### src/common/sram_host_pkg.sv
// Package: constants and carriers for the asynchronous static memory host controller
// Behaviour
// - Write opens when select, strobe, a lane low; first rising ends it.
// - Host holds write data valid 8 ns before write end, until that edge.
// - Lane selects low 9 ns before write end; strobe pulse at least 10 ns.
// - Strobe write with output enable low: pulse at least 8 plus 7 ns.
// - Host leaves data lines undriven while memory may still drive them.
// - Host keeps write strobe high through every read.
// - Address valid no later than chip select falling for reads.
// - After retention exit wait 15 ns before any access.
package sram_host_pkg;
	localparam int ADDR_W = 16;
	localparam int DATA_W = 16;
	localparam int CLK_PERIOD_NS = 20;
	// Times in ns as printed
	localparam int T_RC_NS = 15;
	localparam int T_AA_NS = 15;
	localparam int T_SD_NS = 8;
	localparam int T_BW_NS = 9;
	localparam int T_PWE_NS = 10;
	localparam int T_HZWE_NS = 7;
	localparam int T_HZ_NS = 7;
	localparam int T_R_NS = 15;
	// Cycle counts; least times round up
	localparam int RD_CYC = (T_AA_NS + CLK_PERIOD_NS - 1) / CLK_PERIOD_NS;
	localparam int WR_CYC = (T_SD_NS + T_HZWE_NS + CLK_PERIOD_NS - 1) / CLK_PERIOD_NS;
	localparam int TURN_CYC = (T_HZ_NS + CLK_PERIOD_NS - 1) / CLK_PERIOD_NS;
	localparam int REC_CYC = (T_R_NS + CLK_PERIOD_NS - 1) / CLK_PERIOD_NS;
	localparam int CYC_MIN = (T_RC_NS + CLK_PERIOD_NS - 1) / CLK_PERIOD_NS;
	localparam int CNT_W = 4;

	typedef enum logic [2:0] {
		ST_IDLE, ST_RD, ST_WR_SETUP, ST_WR, ST_TURN, ST_RETAIN, ST_RECOVER
	} state_type;

	typedef struct packed {
		logic valid;
		logic write;
		logic [ADDR_W-1:0] addr;
		logic [DATA_W-1:0] wdata;
		logic [1:0] lanes;
	} req_type;

	typedef struct packed {
		logic cs_n;
		logic oe_n;
		logic we_n;
		logic low_lane_select_n;
		logic high_lane_select_n;
		logic [ADDR_W-1:0] addr;
	} pins_type;
endpackage : sram_host_pkg

### src/sram_host_ctrl.sv
// Host controller that drives a 16-bit two-lane asynchronous static memory
`timescale 1ns/1ps
`default_nettype none
module sram_host_ctrl
	import sram_host_pkg::*;
(
	input wire logic ref_clk,
	input wire logic rst_n,
	input wire req_type req,
	output logic req_ready,
	output logic [DATA_W-1:0] rd_data,
	output logic rd_valid,
	output logic wr_done,
	input wire logic retain_req,
	output logic retain_ack,
	output pins_type pins,
	input wire logic [DATA_W-1:0] dq_in,
	output logic [DATA_W-1:0] dq_out,
	output logic [DATA_W-1:0] dq_oe
);
	typedef struct packed {
		state_type st;
		logic [CNT_W-1:0] cnt;
		logic [1:0] lanes;
		logic [DATA_W-1:0] wdata;
		logic [DATA_W-1:0] rdata;
		logic rvalid;
		logic wdone;
		logic drive;
		pins_type p;
	} ctl_type;

	// All controls inactive; address value is a don't-care while deselected
	localparam pins_type PINS_IDLE = '{
		cs_n: 1'b1,
		oe_n: 1'b1,
		we_n: 1'b1,
		low_lane_select_n: 1'b1,
		high_lane_select_n: 1'b1,
		addr: '0
	};

	ctl_type ctl_r;
	ctl_type ctl_nxt;

	always_comb begin
		ctl_nxt = ctl_r;
		ctl_nxt.rvalid = 1'b0;
		ctl_nxt.wdone = 1'b0;
		case (ctl_r.st)
			ST_IDLE: begin
				ctl_nxt.p.cs_n = 1'b1;
				ctl_nxt.p.oe_n = 1'b1;
				ctl_nxt.p.we_n = 1'b1;
				ctl_nxt.drive = 1'b0;
				if (retain_req) begin
					ctl_nxt.st = ST_RETAIN;
				end else if (req.valid) begin
					ctl_nxt.p.addr = req.addr;
					ctl_nxt.lanes = req.lanes;
					ctl_nxt.wdata = req.wdata;
					ctl_nxt.p.cs_n = 1'b0;
					ctl_nxt.p.low_lane_select_n = ~req.lanes[0];
					ctl_nxt.p.high_lane_select_n = ~req.lanes[1];
					if (req.write) begin
						// Output enable stays high on writes
						ctl_nxt.st = ST_WR_SETUP;
					end else begin
						ctl_nxt.p.oe_n = 1'b0;
						ctl_nxt.st = ST_RD;
						ctl_nxt.cnt = CNT_W'(RD_CYC);
					end
				end
			end
			ST_RD: begin
				if (ctl_r.cnt > CNT_W'(1)) begin
					ctl_nxt.cnt = ctl_r.cnt - CNT_W'(1);
				end else begin
					ctl_nxt.rdata = dq_in;
					ctl_nxt.rvalid = 1'b1;
					ctl_nxt.p = PINS_IDLE;
					ctl_nxt.p.addr = ctl_r.p.addr;
					ctl_nxt.st = ST_TURN;
					ctl_nxt.cnt = CNT_W'(TURN_CYC);
				end
			end
			ST_WR_SETUP: begin
				ctl_nxt.p.we_n = 1'b0;
				ctl_nxt.drive = 1'b1;
				ctl_nxt.st = ST_WR;
				ctl_nxt.cnt = CNT_W'(WR_CYC);
			end
			ST_WR: begin
				if (ctl_r.cnt > CNT_W'(1)) begin
					ctl_nxt.cnt = ctl_r.cnt - CNT_W'(1);
				end else begin
					ctl_nxt.p.we_n = 1'b1;
					ctl_nxt.wdone = 1'b1;
					ctl_nxt.st = ST_TURN;
					ctl_nxt.cnt = CNT_W'(TURN_CYC);
				end
			end
			ST_TURN: begin
				ctl_nxt.p.cs_n = 1'b1;
				ctl_nxt.p.low_lane_select_n = 1'b1;
				ctl_nxt.p.high_lane_select_n = 1'b1;
				// Zero data hold lets drive stop with strobe high
				ctl_nxt.drive = 1'b0;
				if (ctl_r.cnt > CNT_W'(1)) begin
					ctl_nxt.cnt = ctl_r.cnt - CNT_W'(1);
				end else begin
					ctl_nxt.st = ST_IDLE;
				end
			end
			ST_RETAIN: begin
				if (!retain_req) begin
					ctl_nxt.st = ST_RECOVER;
					ctl_nxt.cnt = CNT_W'(REC_CYC);
				end
			end
			ST_RECOVER: begin
				if (ctl_r.cnt > CNT_W'(1)) begin
					ctl_nxt.cnt = ctl_r.cnt - CNT_W'(1);
				end else begin
					ctl_nxt.st = ST_IDLE;
				end
			end
			default: begin
				ctl_nxt.st = ST_IDLE;
			end
		endcase
	end

	always_ff @(posedge ref_clk or negedge rst_n) begin
		if (!rst_n) begin
			ctl_r <= '{
				st: ST_IDLE,
				cnt: '0,
				lanes: '0,
				wdata: '0,
				rdata: '0,
				rvalid: 1'b0,
				wdone: 1'b0,
				drive: 1'b0,
				p: PINS_IDLE
			};
		end else begin
			ctl_r <= ctl_nxt;
		end
	end

	// Cycle spacing: idle state plus turnaround exceed minimum cycle
	assign req_ready = (ctl_r.st == ST_IDLE) && !retain_req;
	assign rd_data = ctl_r.rdata;
	assign rd_valid = ctl_r.rvalid;
	assign wr_done = ctl_r.wdone;
	assign retain_ack = (ctl_r.st == ST_RETAIN);
	assign pins = ctl_r.p;
	assign dq_out = ctl_r.wdata;

	genvar g;
	generate
		for (g = 0; g < DATA_W; g++) begin : g_oe
			assign dq_oe[g] = ctl_r.drive & ctl_r.lanes[g / 8];
		end
	endgenerate
endmodule // sram_host_ctrl
`default_nettype wire

### config.mk
export PLATFORM = sky130hd
export DESIGN_NAME = sram_host_ctrl
export DESIGN_NICKNAME = d
export VERILOG_FILES = /design/src/common/sram_host_pkg.sv /design/src/sram_host_ctrl.sv
export SDC_FILE = /design/constraint.sdc
export NUM_CORES = 1
export LEC_CHECK = 0
export BUFFER_PORTS_ARGS = -buffer_cell sky130_fd_sc_hd__buf_2
export CAP_MARGIN = 20
export CORE_MARGIN = 8
export CORE_UTILIZATION = 41
export DETAILED_ROUTE_END_ITERATION = 16
export PLACE_DENSITY_LB_ADDON = 0.15
export SLEW_MARGIN = 5
export SYNTH_ARGS = -nofsm -noshare
export SYNTH_HDL_FRONTEND = slang
export SYNTH_SLANG_ARGS = --single-unit
### constraint.sdc
create_clock -name ref_clk -period 3.21 [get_ports ref_clk]
set_input_delay 0.1605 -clock ref_clk [delete_from_list [all_inputs] [get_ports ref_clk]]
set_output_delay 0.1605 -clock ref_clk [all_outputs]
set_load 0.02 [all_outputs]
==> results of run 1 <==
[placed cells by master, fill, tap and decap left out, types with 2 or more instances in the layout]
master / count
a21oi_1: 7
a2bb2oi_1: 4
a31oi_1: 2
and2_1: 2
buf_2: 127
buf_4: 3
clkbuf_8: 10
clkinv_2: 3
dfrtp_1: 60
dfstp_2: 5
dlygate4sd3_1: 3
ha_1: 2
inv_1: 5
mux2_1: 3
mux2_2: 41
mux2_4: 9
nand2_1: 5
nand2b_1: 2
nor2_1: 10
nor3_1: 2
o211a_1: 2
o21ai_0: 3
[metal layers]
layer	track usage, %	part of all wire, %
met1	15.53	42
met2	18.86	46
met3	4.952	10
met4	6.030	2.0
met5	0	0
[timing repair]
| item | 4_1_cts | 5_1_grt |
|---|---|---|
| setup endpoints to repair | 0 | 0 |
| hold endpoints to repair | 33 | 0 |
| hold buffers | 3 | 0 |
[logic make-up (layout without fill, tap and decap cells)]
logic type | after synthesis | count (layout) | synth area share [%]
buffers and inverters | 82 | 155 | 18.46
and+or+nand+nor | 30 | 30 | 5.965
muxes | 53 | 53 | 19.03
AOI/OAI and AO/OA | 30 | 30 | 6.531
adders and majority gates | 2 | 2 | 0.7549
DFF | 65 | 65 | 49.26
[synth_stat cells (all sizes together) (2+ instances only)]
cell / n
a21oi: 8
nand3: 2
a2bb2oi: 4
nor3: 2
ha: 2
dfstp: 5
and2: 2
buf: 75
dfrtp: 60
mux2: 53
nor2: 12
o21ai: 3
nor4: 2
a31oi: 2
o211a: 2
nand2: 5
nand2b: 3
inv: 6
[path summary, 6_finish.rpt]
| check | end | slack [ns] | cells after the start |
|---|---|---|---|
| max in group asynchronous | pins[16] | 1.83 | 3 |
| max | rd_data[9] | 1.25 | 6 |
| min in group asynchronous | ctl_r[63] | 0.43 | 2 |
| max reg2reg | rd_data[9] | 1.25 | 6 |
| min reg2reg | dq_out[8] | 0.49 | 1 |
| min | dq_out[8] | 0.05 | 2 |
[per-stage QoR]
| stage | cells | hold WS (ns) | area (µm²) | util, % | setup slack, ns |
|---|---|---|---|---|---|
| 4_1_cts | 437 | 0.02729 | 3714 | 47.81 | 1.238 |
| 3_3_place_gp | 418 | 0.2703 | 3511 | 45.20 | 1.281 |
| 5_1_grt | 437 | 0.02984 | 3714 | 47.81 | 1.057 |
| 2_1_floorplan | 262 | -0.1351 | 3314 | - | 1.462 |
| 3_5_place_dp | 418 | 0.2834 | 3511 | 45.20 | 1.241 |
| 6_report | 437 | 0.04674 | 3714 | 47.81 | 1.246 |
[critical path: stages (launching register included)]
cell     delay (ns)
dfrtp_1        0.42
inv_1          0.10
ha_1           0.22
or2_1          0.26
nand3_4        0.15
nor2_8         0.32
mux2_2         0.38
[area by class of cell]
cell class                      count  share of cell area [%]
Multi-Input combinational cell    115                   28.81
Inverter                            6                  0.6065
Tap cell                          102                   3.437
Sequential cell                    65                   43.97
Clock inverter                      5                  0.8423
Timing Repair Buffer              133                   18.53
Clock buffer                       11                   3.807
[sequential cells by signal (all words and copies together) (netlist names)]
name and flops:
rd_data 16, pins 21, dq_out 16, wr_done 1, ctl_r 10, rd_valid 1
[where the power goes]
group | internal (W) | switching [W]
Sequential | 0.00121 | 0.000236
Clock | 0.000299 | 0.000314
Combinational | 0.000773 | 0.00100
==> flow_summary_export.csv, run 1 <==
group,metric,value,unit
synthesis,yosysTopAreaCellShare,45.30,%
drt,ant_nets,0,
die,ios,128,
global_route,gr-usage-all-layers,12.58,%
clock_network,htree_levels,3,
pwr,peakVddDrop,0.4418,mV
pwr,power,0.003832,W
global_route,grt_pass1_wl,11.31,mm
clock_network,path_clk_slew,0.07,ns
die,die_w,105.9,µm
layout,nFillCells,739,
drt,wl_per_cell,15.61,µm
synthesis,syn-cell-area,3314,µm²
layout,nets,387,
drt,drcViolationCount,0,
setup_path,critPathArrivalTime,2.18,ns
layout,regArea,1633,µm²
clock_network,postCtsSetupBuffers,0,
die,start_util,42.67,%
pwr,p_leak,1.860,nW
hold_path,min_path_type,"in2reg",
global_route,grt_overflow,0,
clock_network,cts.sinks,65,
layout,drive_gt1_share,62.39,%
global_route,antenna_found_initial,0,
die,die_h,105.9,µm
clock_network,cts_tree,"built",
setup_path,crit_required,3.42,ns
die,core,7767,µm²
synthesis,syn_inst,262,
synthesis,syn-num-nets,319,
layout,multiInputGateArea,1070,µm²
timing,skew,0.01023,ns
die,die-area,11220,µm²
die,rows,32,
placement,gp_congestion,0.8455,
synthesis,synth-seq-cells,65,
global_route,grt_max_degree,34,
setup_path,r2r_start,"ctl_r[58]",
timing,tightest_slew,0.7587,ns
synthesis,synth_top_flop_cell,"dfrtp_1",
synthesis,ys_async_sr_fraction,100.0,%
synthesis,ys_types,44,
drt,viasPerCell,4.686,
global_route,grt_pass1_vias,2176,
synthesis,netlist_top_cells_area,"dfrtp_1 (45%), buf_4 (15%), mux2_2 (14%)",
clock_network,clock_latency,0.33,ns
synthesis,yosys_warnings,0,
pwr,powerDensity,1032,nW/µm²
synthesis,avgSynthCellArea,12.65,µm²
timing,maxSlewHeadroom,49.42,%
setup_path,worstSetupPathType,"reg2reg",
clock_network,clockBufferDepth,2,
drt,dr.pass1.iters,4,
synthesis,synth_top_area_cell,"dfrtp_1",
timing,post-route-period-util,61.19,%
setup_path,startpoint_type,"flop",
setup_path,startpoint,"ctl_r[58]",
setup_path,cp_max_fo,17,
clock_network,cts_root_buffer,"clkbuf_8",
timing,finalMaxSlewViolations,0,
run,max_cap_violations,0,
drt,drt_iter0_drc,83,
placement,dp_hpwl,5.135,mm
hold_path,min_from,"req[10]",
status,status,"finished clean",
timing,hold_viol,0,
layout,area_delta_synth_final,12.04,%
timing,tns,0,ns
drt,num_vias,2048,
drt,wl,6.823,mm
clock_network,postCtsResizedCells,0,
timing,rsz0062_at_grt,"false",
timing,setup_viol,0,
timing,max_freq,509.1,MHz
layout,antenna_cells,0,
clock_network,cts_inserted_buffers,9,
setup_path,endpoint_kind,"flop",
synthesis,yosysSeqAreaShare,49.26,%
timing,final.min_clock_period,1.964,ns
placement,io_buffers,127,
synthesis,synth_edf_count,0,
No activity file was read; power rests on OpenSTA's default activity.
==> inputs of run 2 (changes only) <==
--- a/config.mk
+++ b/config.mk
@@ -5,6 +5,7 @@
 export SDC_FILE = /design/constraint.sdc
 export NUM_CORES = 1
 export LEC_CHECK = 0
+export ABC_AREA = 1
 export BUFFER_PORTS_ARGS = -buffer_cell sky130_fd_sc_hd__buf_2
 export CAP_MARGIN = 20
 export CORE_MARGIN = 8
==> constraint.sdc (replaced) <==
create_clock -name ref_clk -period 2 [get_ports ref_clk]
set_input_delay 0.1 -clock ref_clk [delete_from_list [all_inputs] [get_ports ref_clk]]
set_output_delay 0.1 -clock ref_clk [all_outputs]
set_load 0.02 [all_outputs]
==> run 2 against run 1 <==
Compared with the run above:
- sequential power up 61%
- clock-buffer cell count down 1
- core utilization up 4.7 points
- cell area up 15%
- clock skew up 0.00095 ns
- critical path type unchanged
- largest cell class unchanged
==> flow_summary_export.csv, run 2 <==
group,metric,value,unit
status,status,"finished clean",
die,core,8093,µm²
timing,tightest_slew,0.3795,ns
hold_path,whs_path_depth,3,
global_route,gr-usage-all-layers,15.06,%
clock_network,cts_inserted_buffers,9,
synthesis,netlist_top_cells_area,"dfrtp_1 (44%), nand2_1 (23%), buf_4 (16%)",
timing,tns,0,ns
synthesis,yosysSeqAreaShare,48.30,%
timing,maxSlewHeadroom,74.70,%
placement,io_buffers,127,
drt,wl,8.363,mm
drt,ant_nets,0,
pwr,intPower,0.003456,W
placement,dp_hpwl,5.719,mm
setup_path,cp_num_cells,9,
synthesis,synth_top_area_cell,"dfrtp_1",
synthesis,syn_inst,422,
clock_network,path_clk_slew,0.08,ns
global_route,grt_pass1_vias,2870,
synthesis,syn-num-nets,479,
die,die-area,11410,µm²
die,ios,128,
layout,regArea,1633,µm²
die,die_h,106.8,µm
placement,gp_congestion,0.8400,
layout,drive_gt1_share,29.87,%
layout,multiInputGateArea,1062,µm²
clock_network,clock_latency,0.33,ns
timing,rsz0062_at_grt,"false",
die,die_w,106.8,µm
timing,finalMaxSlewViolations,0,
setup_path,cp_max_fo,19,
synthesis,avgSynthCellArea,8.011,µm²
global_route,grt_overflow,0,
setup_path,critPathArrivalTime,1.86,ns
die,start_util,41.77,%
setup_path,worstRegToRegCells,9,
setup_path,startpoint_type,"flop",
setup_path,worst-path-buf-inv,1,
drt,dr.pass1.iters,4,
timing,skew,0.01118,ns
synthesis,netlist_top_cells_count,"nand2_1 (211), buf_4 (71), dfrtp_1 (60), nor2_1 (19), inv_1 (17)",
setup_path,endpoint_kind,"flop",
clock_network,cts_root_buffer,"clkbuf_8",
hold_path,min_path_type,"in2reg",
setup_path,max_stage_delay,0.40,ns
setup_path,r2r_end,"pins[16]",
layout,nFillCells,785,
setup_path,startpoint,"ctl_r[58]",
clock_network,cts_tree,"built",
timing,hold_viol,0,
drt,wl_per_cell,12.99,µm
clock_network,cts.sinks,65,
synthesis,ys_types,22,
layout,area_delta_synth_final,25.80,%
pwr,power_frac_seq,36.1,%
timing,setup_viol,0,
pwr,p_leak,2.505,nW
setup_path,path_delay_family,"simple AND/OR/NAND/NOR gates",
layout,layout_common_cells,"nand2_1 (211), buf_2 (127), dfrtp_1 (60)",
pwr,peakVddDrop,0.6460,mV
timing,max_freq,628.0,MHz
pwr,powerDensity,1511,nW/µm²
pwr,clock_power_share,15.5,%
clock_network,postCtsSetupBuffers,0,
setup_path,worstPathCellList,"inv_1 > ha_1 > nor2_1 > nor2_1 > nand2_4 > nand2_1 > nand2_1 > nand2_1 > nand2_1",
timing,final.min_clock_period,1.592,ns
drt,viasPerCell,4.326,
timing,post-route-period-util,79.62,%
layout,post-route-util,52.55,%
clock_network,postCtsResizedCells,0,
clock_network,hold_buffers,49,
setup_path,cpMaxStageDelayCell,"dfrtp_1",
setup_path,cpMostUsedCell,"nand2_1",
pwr,p_sw,0.002972,W
drt,num_vias,2786,
pwr,combinationalPowerShare,48.4,%
clock_network,htree_levels,3,
setup_path,r2r_start,"ctl_r[58]",
layout,largest_reg_flops,21,
global_route,grt_max_degree,53,
setup_path,crit_path_end,"pins[16]",
clock_network,clockBufferDepth,2,
global_route,antenna_found_initial,0,
synthesis,ys_async_sr_fraction,100.0,%
synthesis,yosys_warnings,0,
die,rows,33,
pwr,netSwitchingFraction,46.24,%
setup_path,crit_required,2.26,ns
layout,final_common_cell,"nand2_1",
drt,drcViolationCount,0,
setup_path,rrSetupSlack,0.41,ns
synthesis,synth-seq-cells,65,
synthesis,synth_top_flop_cell,"dfrtp_1",
run,max_cap_violations,0,
global_route,grt_pass1_wl,13.94,mm
layout,antenna_cells,0,
synthesis,synthMostInstantiatedCell,"nand2_1",
synthesis,syn-cell-area,3381,µm²
layout,nets,591,
synthesis,yosysTopAreaCellShare,44.41,%
setup_path,worstSetupPathType,"reg2reg",
synthesis,synth_edf_count,0,
drt,drt_iter0_drc,163,
run 2: changes by cell type after synthesis, sizes merged, moves of 2 or more:
cell | previous run | this run
a2bb2oi | 4 | 0
a31oi | 2 | 0
and2 | 2 | 0
buf | 75 | 78
inv | 6 | 21
mux2 | 53 | 0
nand2 | 5 | 214
nand2b | 3 | 0
nand3 | 2 | 8
nor2 | 12 | 22
nor4 | 2 | 0
o211a | 2 | 0
o21ai | 3 | 1
run 2: power groups by stage:
stage,combinational [W],clock [W],sequential (W)
after global placement,0.00305,0,0.00232
after global routing,0.00351,0.00111,0.00240
final,0.00311,0.000995,0.00232
after CTS,0.00315,0.00105,0.00232
after detailed placement,0.00308,0,0.00233
after floorplan,0.00297,0,0.00221
run 2: final cells by class:
type                    count  share of cell area, %
clock buffers              10                  3.236
well taps                 105                  3.089
flip-flops and latches     65                  38.39
clock inverters             6                 0.9709
repair buffers            179                  27.30
multi-input cells         258                  24.98
inverters                  21                  2.030
run 2: logic make-up (layout without fill, tap and decap cells):
kind of cell	count (synthesis)	after routing	share of synthesized area, %
buffers and inverters	99	216	20.28
adder cells (fa/ha/maj)	2	2	0.7401
AO/OA/AOI/OAI	9	9	1.406
flip-flops	65	65	48.30
AND/OR/NAND/NOR	246	246	29.02
XOR/XNOR	1	1	0.2591
run 2: through the flow:
stage | area, µm² | worst slack [ns] | hold WS, ns | total power [W] | std cells
floorplan | 3381 | 0.6124 | -0.1956 | 0.005184 | 422
finish | 4253 | 0.4076 | 0.02431 | 0.006428 | 644
global placement | 3583 | 0.4101 | 0.03145 | 0.005368 | 579
global route | 4253 | 0.1646 | 0.005715 | 0.007018 | 644
detailed placement | 3583 | 0.4047 | 0.03017 | 0.005407 | 579
CTS | 4253 | 0.3742 | 0.001524 | 0.006516 | 644
run 2: routing by layer:
metal / global-route usage (%) / up-vias / wire [µm]
met5: 0 / - / 0
met4: 5.628 / 0 / 86
met3: 5.399 / 10 / 716
met2: 24.25 / 101 / 3950
met1: 18.07 / 1254 / 3610
li1: - / 1421 / -
run 2: worst min path at each step:
stage | startpoint | endpoint | slack, ns
2_1_floorplan | rst_n | ctl_r[21] | -0.20
3_3_place_gp | rst_n | dq_out[4] | 0.03
3_5_place_dp | rst_n | dq_out[4] | 0.03
4_1_cts | req[1] | ctl_r[57] | 0.002
5_1_grt | req[1] | ctl_r[57] | 0.006
6_report | req[1] | ctl_r[57] | 0.02
run 2: worst register-to-register path: stages (launching register included):
cell	delay [ns]
dfrtp_1	0.40
inv_1	0.11
ha_1	0.22
nor2_1	0.06
nor2_1	0.19
nand2_4	0.19
nand2_1	0.17
nand2_1	0.08
nand2_1	0.06
nand2_1	0.05
==> inputs of run 3 (changes only) <==
--- a/config.mk
+++ b/config.mk
@@ -5,7 +5,7 @@
 export SDC_FILE = /design/constraint.sdc
 export NUM_CORES = 1
 export LEC_CHECK = 0
-export ABC_AREA = 1
+export ABC_AREA = 0
 export BUFFER_PORTS_ARGS = -buffer_cell sky130_fd_sc_hd__buf_2
 export CAP_MARGIN = 20
 export CORE_MARGIN = 8
==> constraint.sdc (replaced) <==
create_clock -name ref_clk -period 1.4 [get_ports ref_clk]
set_input_delay 0.07 -clock ref_clk [delete_from_list [all_inputs] [get_ports ref_clk]]
set_output_delay 0.07 -clock ref_clk [all_outputs]
set_load 0.02 [all_outputs]
==> run 3 against run 2 <==
Compared with the run above:
- the flow now finishes with violations (negative setup slack)
- register-to-register slack got worse by 0.62 ns
- clock-buffer cell count decreased by 1
- combinational power is 91% higher
- highest routed layer unchanged
==> flow_summary_export.csv, run 3 (synthesis gave the netlist of run 1 again) <==
group,metric,value,unit
timing,rsz0062_at_grt,"true",
layout,drive_gt1_share,66.13,%
clock_network,cts.sinks,65,
timing,setup_viol,65,
setup_path,cpMaxStageDelayCell,"dfrtp_2",
setup_path,worstRegToRegCells,5,
timing,tightest_slew,0.5016,ns
setup_path,startpoint_type,"flop",
drt,num_vias,2480,
placement,dpl-instance-area,3837,µm²
placement,io_buffers,127,
timing,hold_viol,0,
setup_path,cp_num_cells,5,
setup_path,worstPathCellList,"nor4_4 > buf_4 > buf_12 > clkbuf_16 > mux2_4",
pwr,power,0.01120,W
setup_path,worst-path-buf-inv,3,
clock_network,clockBufferDepth,2,
timing,max_freq,618.4,MHz
setup_path,cp_max_fo,4,
drt,wl,9.114,mm
hold_path,whs_path_depth,3,
setup_path,endpoint_kind,"flop",
layout,largest_reg_flops,21,
drt,drcViolationCount,0,
placement,dp_hpwl,5.769,mm
die,rows,32,
setup_path,path_delay_family,"flip-flops",
global_route,grt_pass1_wl,14.17,mm
layout,area_delta_synth_final,55.45,%
timing,final.min_clock_period,1.617,ns
setup_path,crit_required,1.62,ns
clock_network,cts_inserted_buffers,9,
pwr,powerDensity,2173,nW/µm²
die,ios,128,
global_route,grt_max_degree,27,
hold_path,whs_endpoint,"ctl_r[63]",
timing,whs,0.08799,ns
timing,finalMaxSlewViolations,0,
setup_path,max_stage_delay,0.45,ns
setup_path,rrSetupSlack,-0.22,ns
setup_path,r2r_end,"dq_out[2]",
global_route,grt_overflow,0,
layout,final_area,5152,µm²
die,die_w,105.9,µm
die,die_h,105.9,µm
clock_network,path_clk_slew,0.08,ns
setup_path,critPathArrivalTime,1.84,ns
global_route,gr-usage-all-layers,15.85,%
drt,dr.pass1.iters,4,
die,start_util,42.67,%
status,status,"finished, violations left",
clock_network,cts_tree,"built",
hold_path,min_from,"retain_req",
drt,ant_nets,0,
drt,viasPerCell,4.627,
timing,maxSlewHeadroom,66.56,%
layout,layout_common_cells,"buf_2 (125), dfrtp_1 (57), dlygate4sd3_1 (52)",
run,max_cap_violations,0,
hold_path,min_path_type,"in2reg",
drt,drt_iter0_drc,87,
pwr,peakVddDrop,1.298,mV
timing,skew,0.006249,ns
drt,wl_per_cell,17.00,µm
timing,post-route-period-util,115.5,%
timing,fin_ws,-0.2172,ns
layout,antenna_cells,0,
setup_path,r2r_start,"ctl_r[64]",
pwr,p_leak,2.541,nW
clock_network,htree_levels,3,
clock_network,clock_latency,0.34,ns
status,violations,"negative setup slack",
layout,nets,486,
layout,final_common_cell,"buf_2",
placement,gp_congestion,0.8988,
die,core,7767,µm²
setup_path,worstSetupPathType,"reg2reg",
die,die-area,11220,µm²
layout,layout.cells.non_filler,536,
clock_network,cts_root_buffer,"clkbuf_8",
global_route,antenna_found_initial,0,
placement,dp_slack,-0.2072,ns
placement,numPlacedInstances,442,
global_route,grt_pass1_vias,2734,
[run 3: cell count changes in the layout (fill, tap and decap cells not counted), sizes merged, moves of 3 or more]
| cell | change |
|---|---|
| nand2 | -209 |
| nand3 | -6 |
| bufinv | +3 |
| dlygate4sd3 | +3 |
| buf | +48 |
| mux2 | +53 |
| nand2b | +3 |
| nor2 | -10 |
| a2bb2oi | +4 |
| inv | -14 |
| clkinvlp | -3 |
[run 3: timing repair]
action / 4_1_cts / 5_1_grt
pin swaps: 9 / 9
gates cloned: 3 / 2
setup buffers: 15 / 9
endpoints found under the setup margin: 64 / 65
hold buffers: 52 / 0
gates resized for setup: 56 / 14
hold endpoints to repair: 67 / 0
[run 3: stage by stage]
step                      util (%)  TNS [ns]
after floorplan                  -    -4.138
after global placement       49.40    -7.545
after detailed placement     49.40    -8.738
after CTS                    64.79    -9.014
after global routing         66.33    -13.80
final                        66.33    -10.47
[run 3: worst max-delay path by stage]
stage / endpoint / from / slack [ns]
after floorplan: rd_data[0] / ctl_r[59] / -0.24
after global placement: rd_data[0] / ctl_r[59] / -0.17
after detailed placement: rd_data[15] / ctl_r[59] / -0.21
after CTS: rd_data[2] / ctl_r[59] / -0.19
after global routing: pins[7] / ctl_r[64] / -0.27
final: dq_out[2] / ctl_r[64] / -0.22
[run 3: layer usage]
layer  track usage (%)  share of wire [%]  up-vias
li1                  -                  -     1174
met1             18.21                 41     1184
met2             25.47                 49      110
met3             5.737                8.8       12
met4             8.241                1.8        0
met5                 0                  0        -
[run 3: layout make-up]
cell class,instances,area [µm²]
Clock buffer,9,123.9
Clock inverter,7,125.1
Fill cell,572,2615
Inverter,6,22.52
Multi-Input combinational cell,115,1353
Sequential cell,65,1637
Tap cell,102,127.6
Timing Repair Buffer,232,1764
[run 3: power by group]
group,switching (W),internal (W)
Clock,0.000782,0.00120
Combinational,0.00290,0.00304
Sequential,0.000494,0.00278
Total,0.00418,0.00702
[run 3: worst register-to-register path: cells and delay by family, from the launching register on]
family                 cells  cell delay (ns)
AND/OR/NAND/NOR            1             0.31
flip-flops                 1             0.45
buffers and inverters      3             0.45
multiplexers               1             0.29
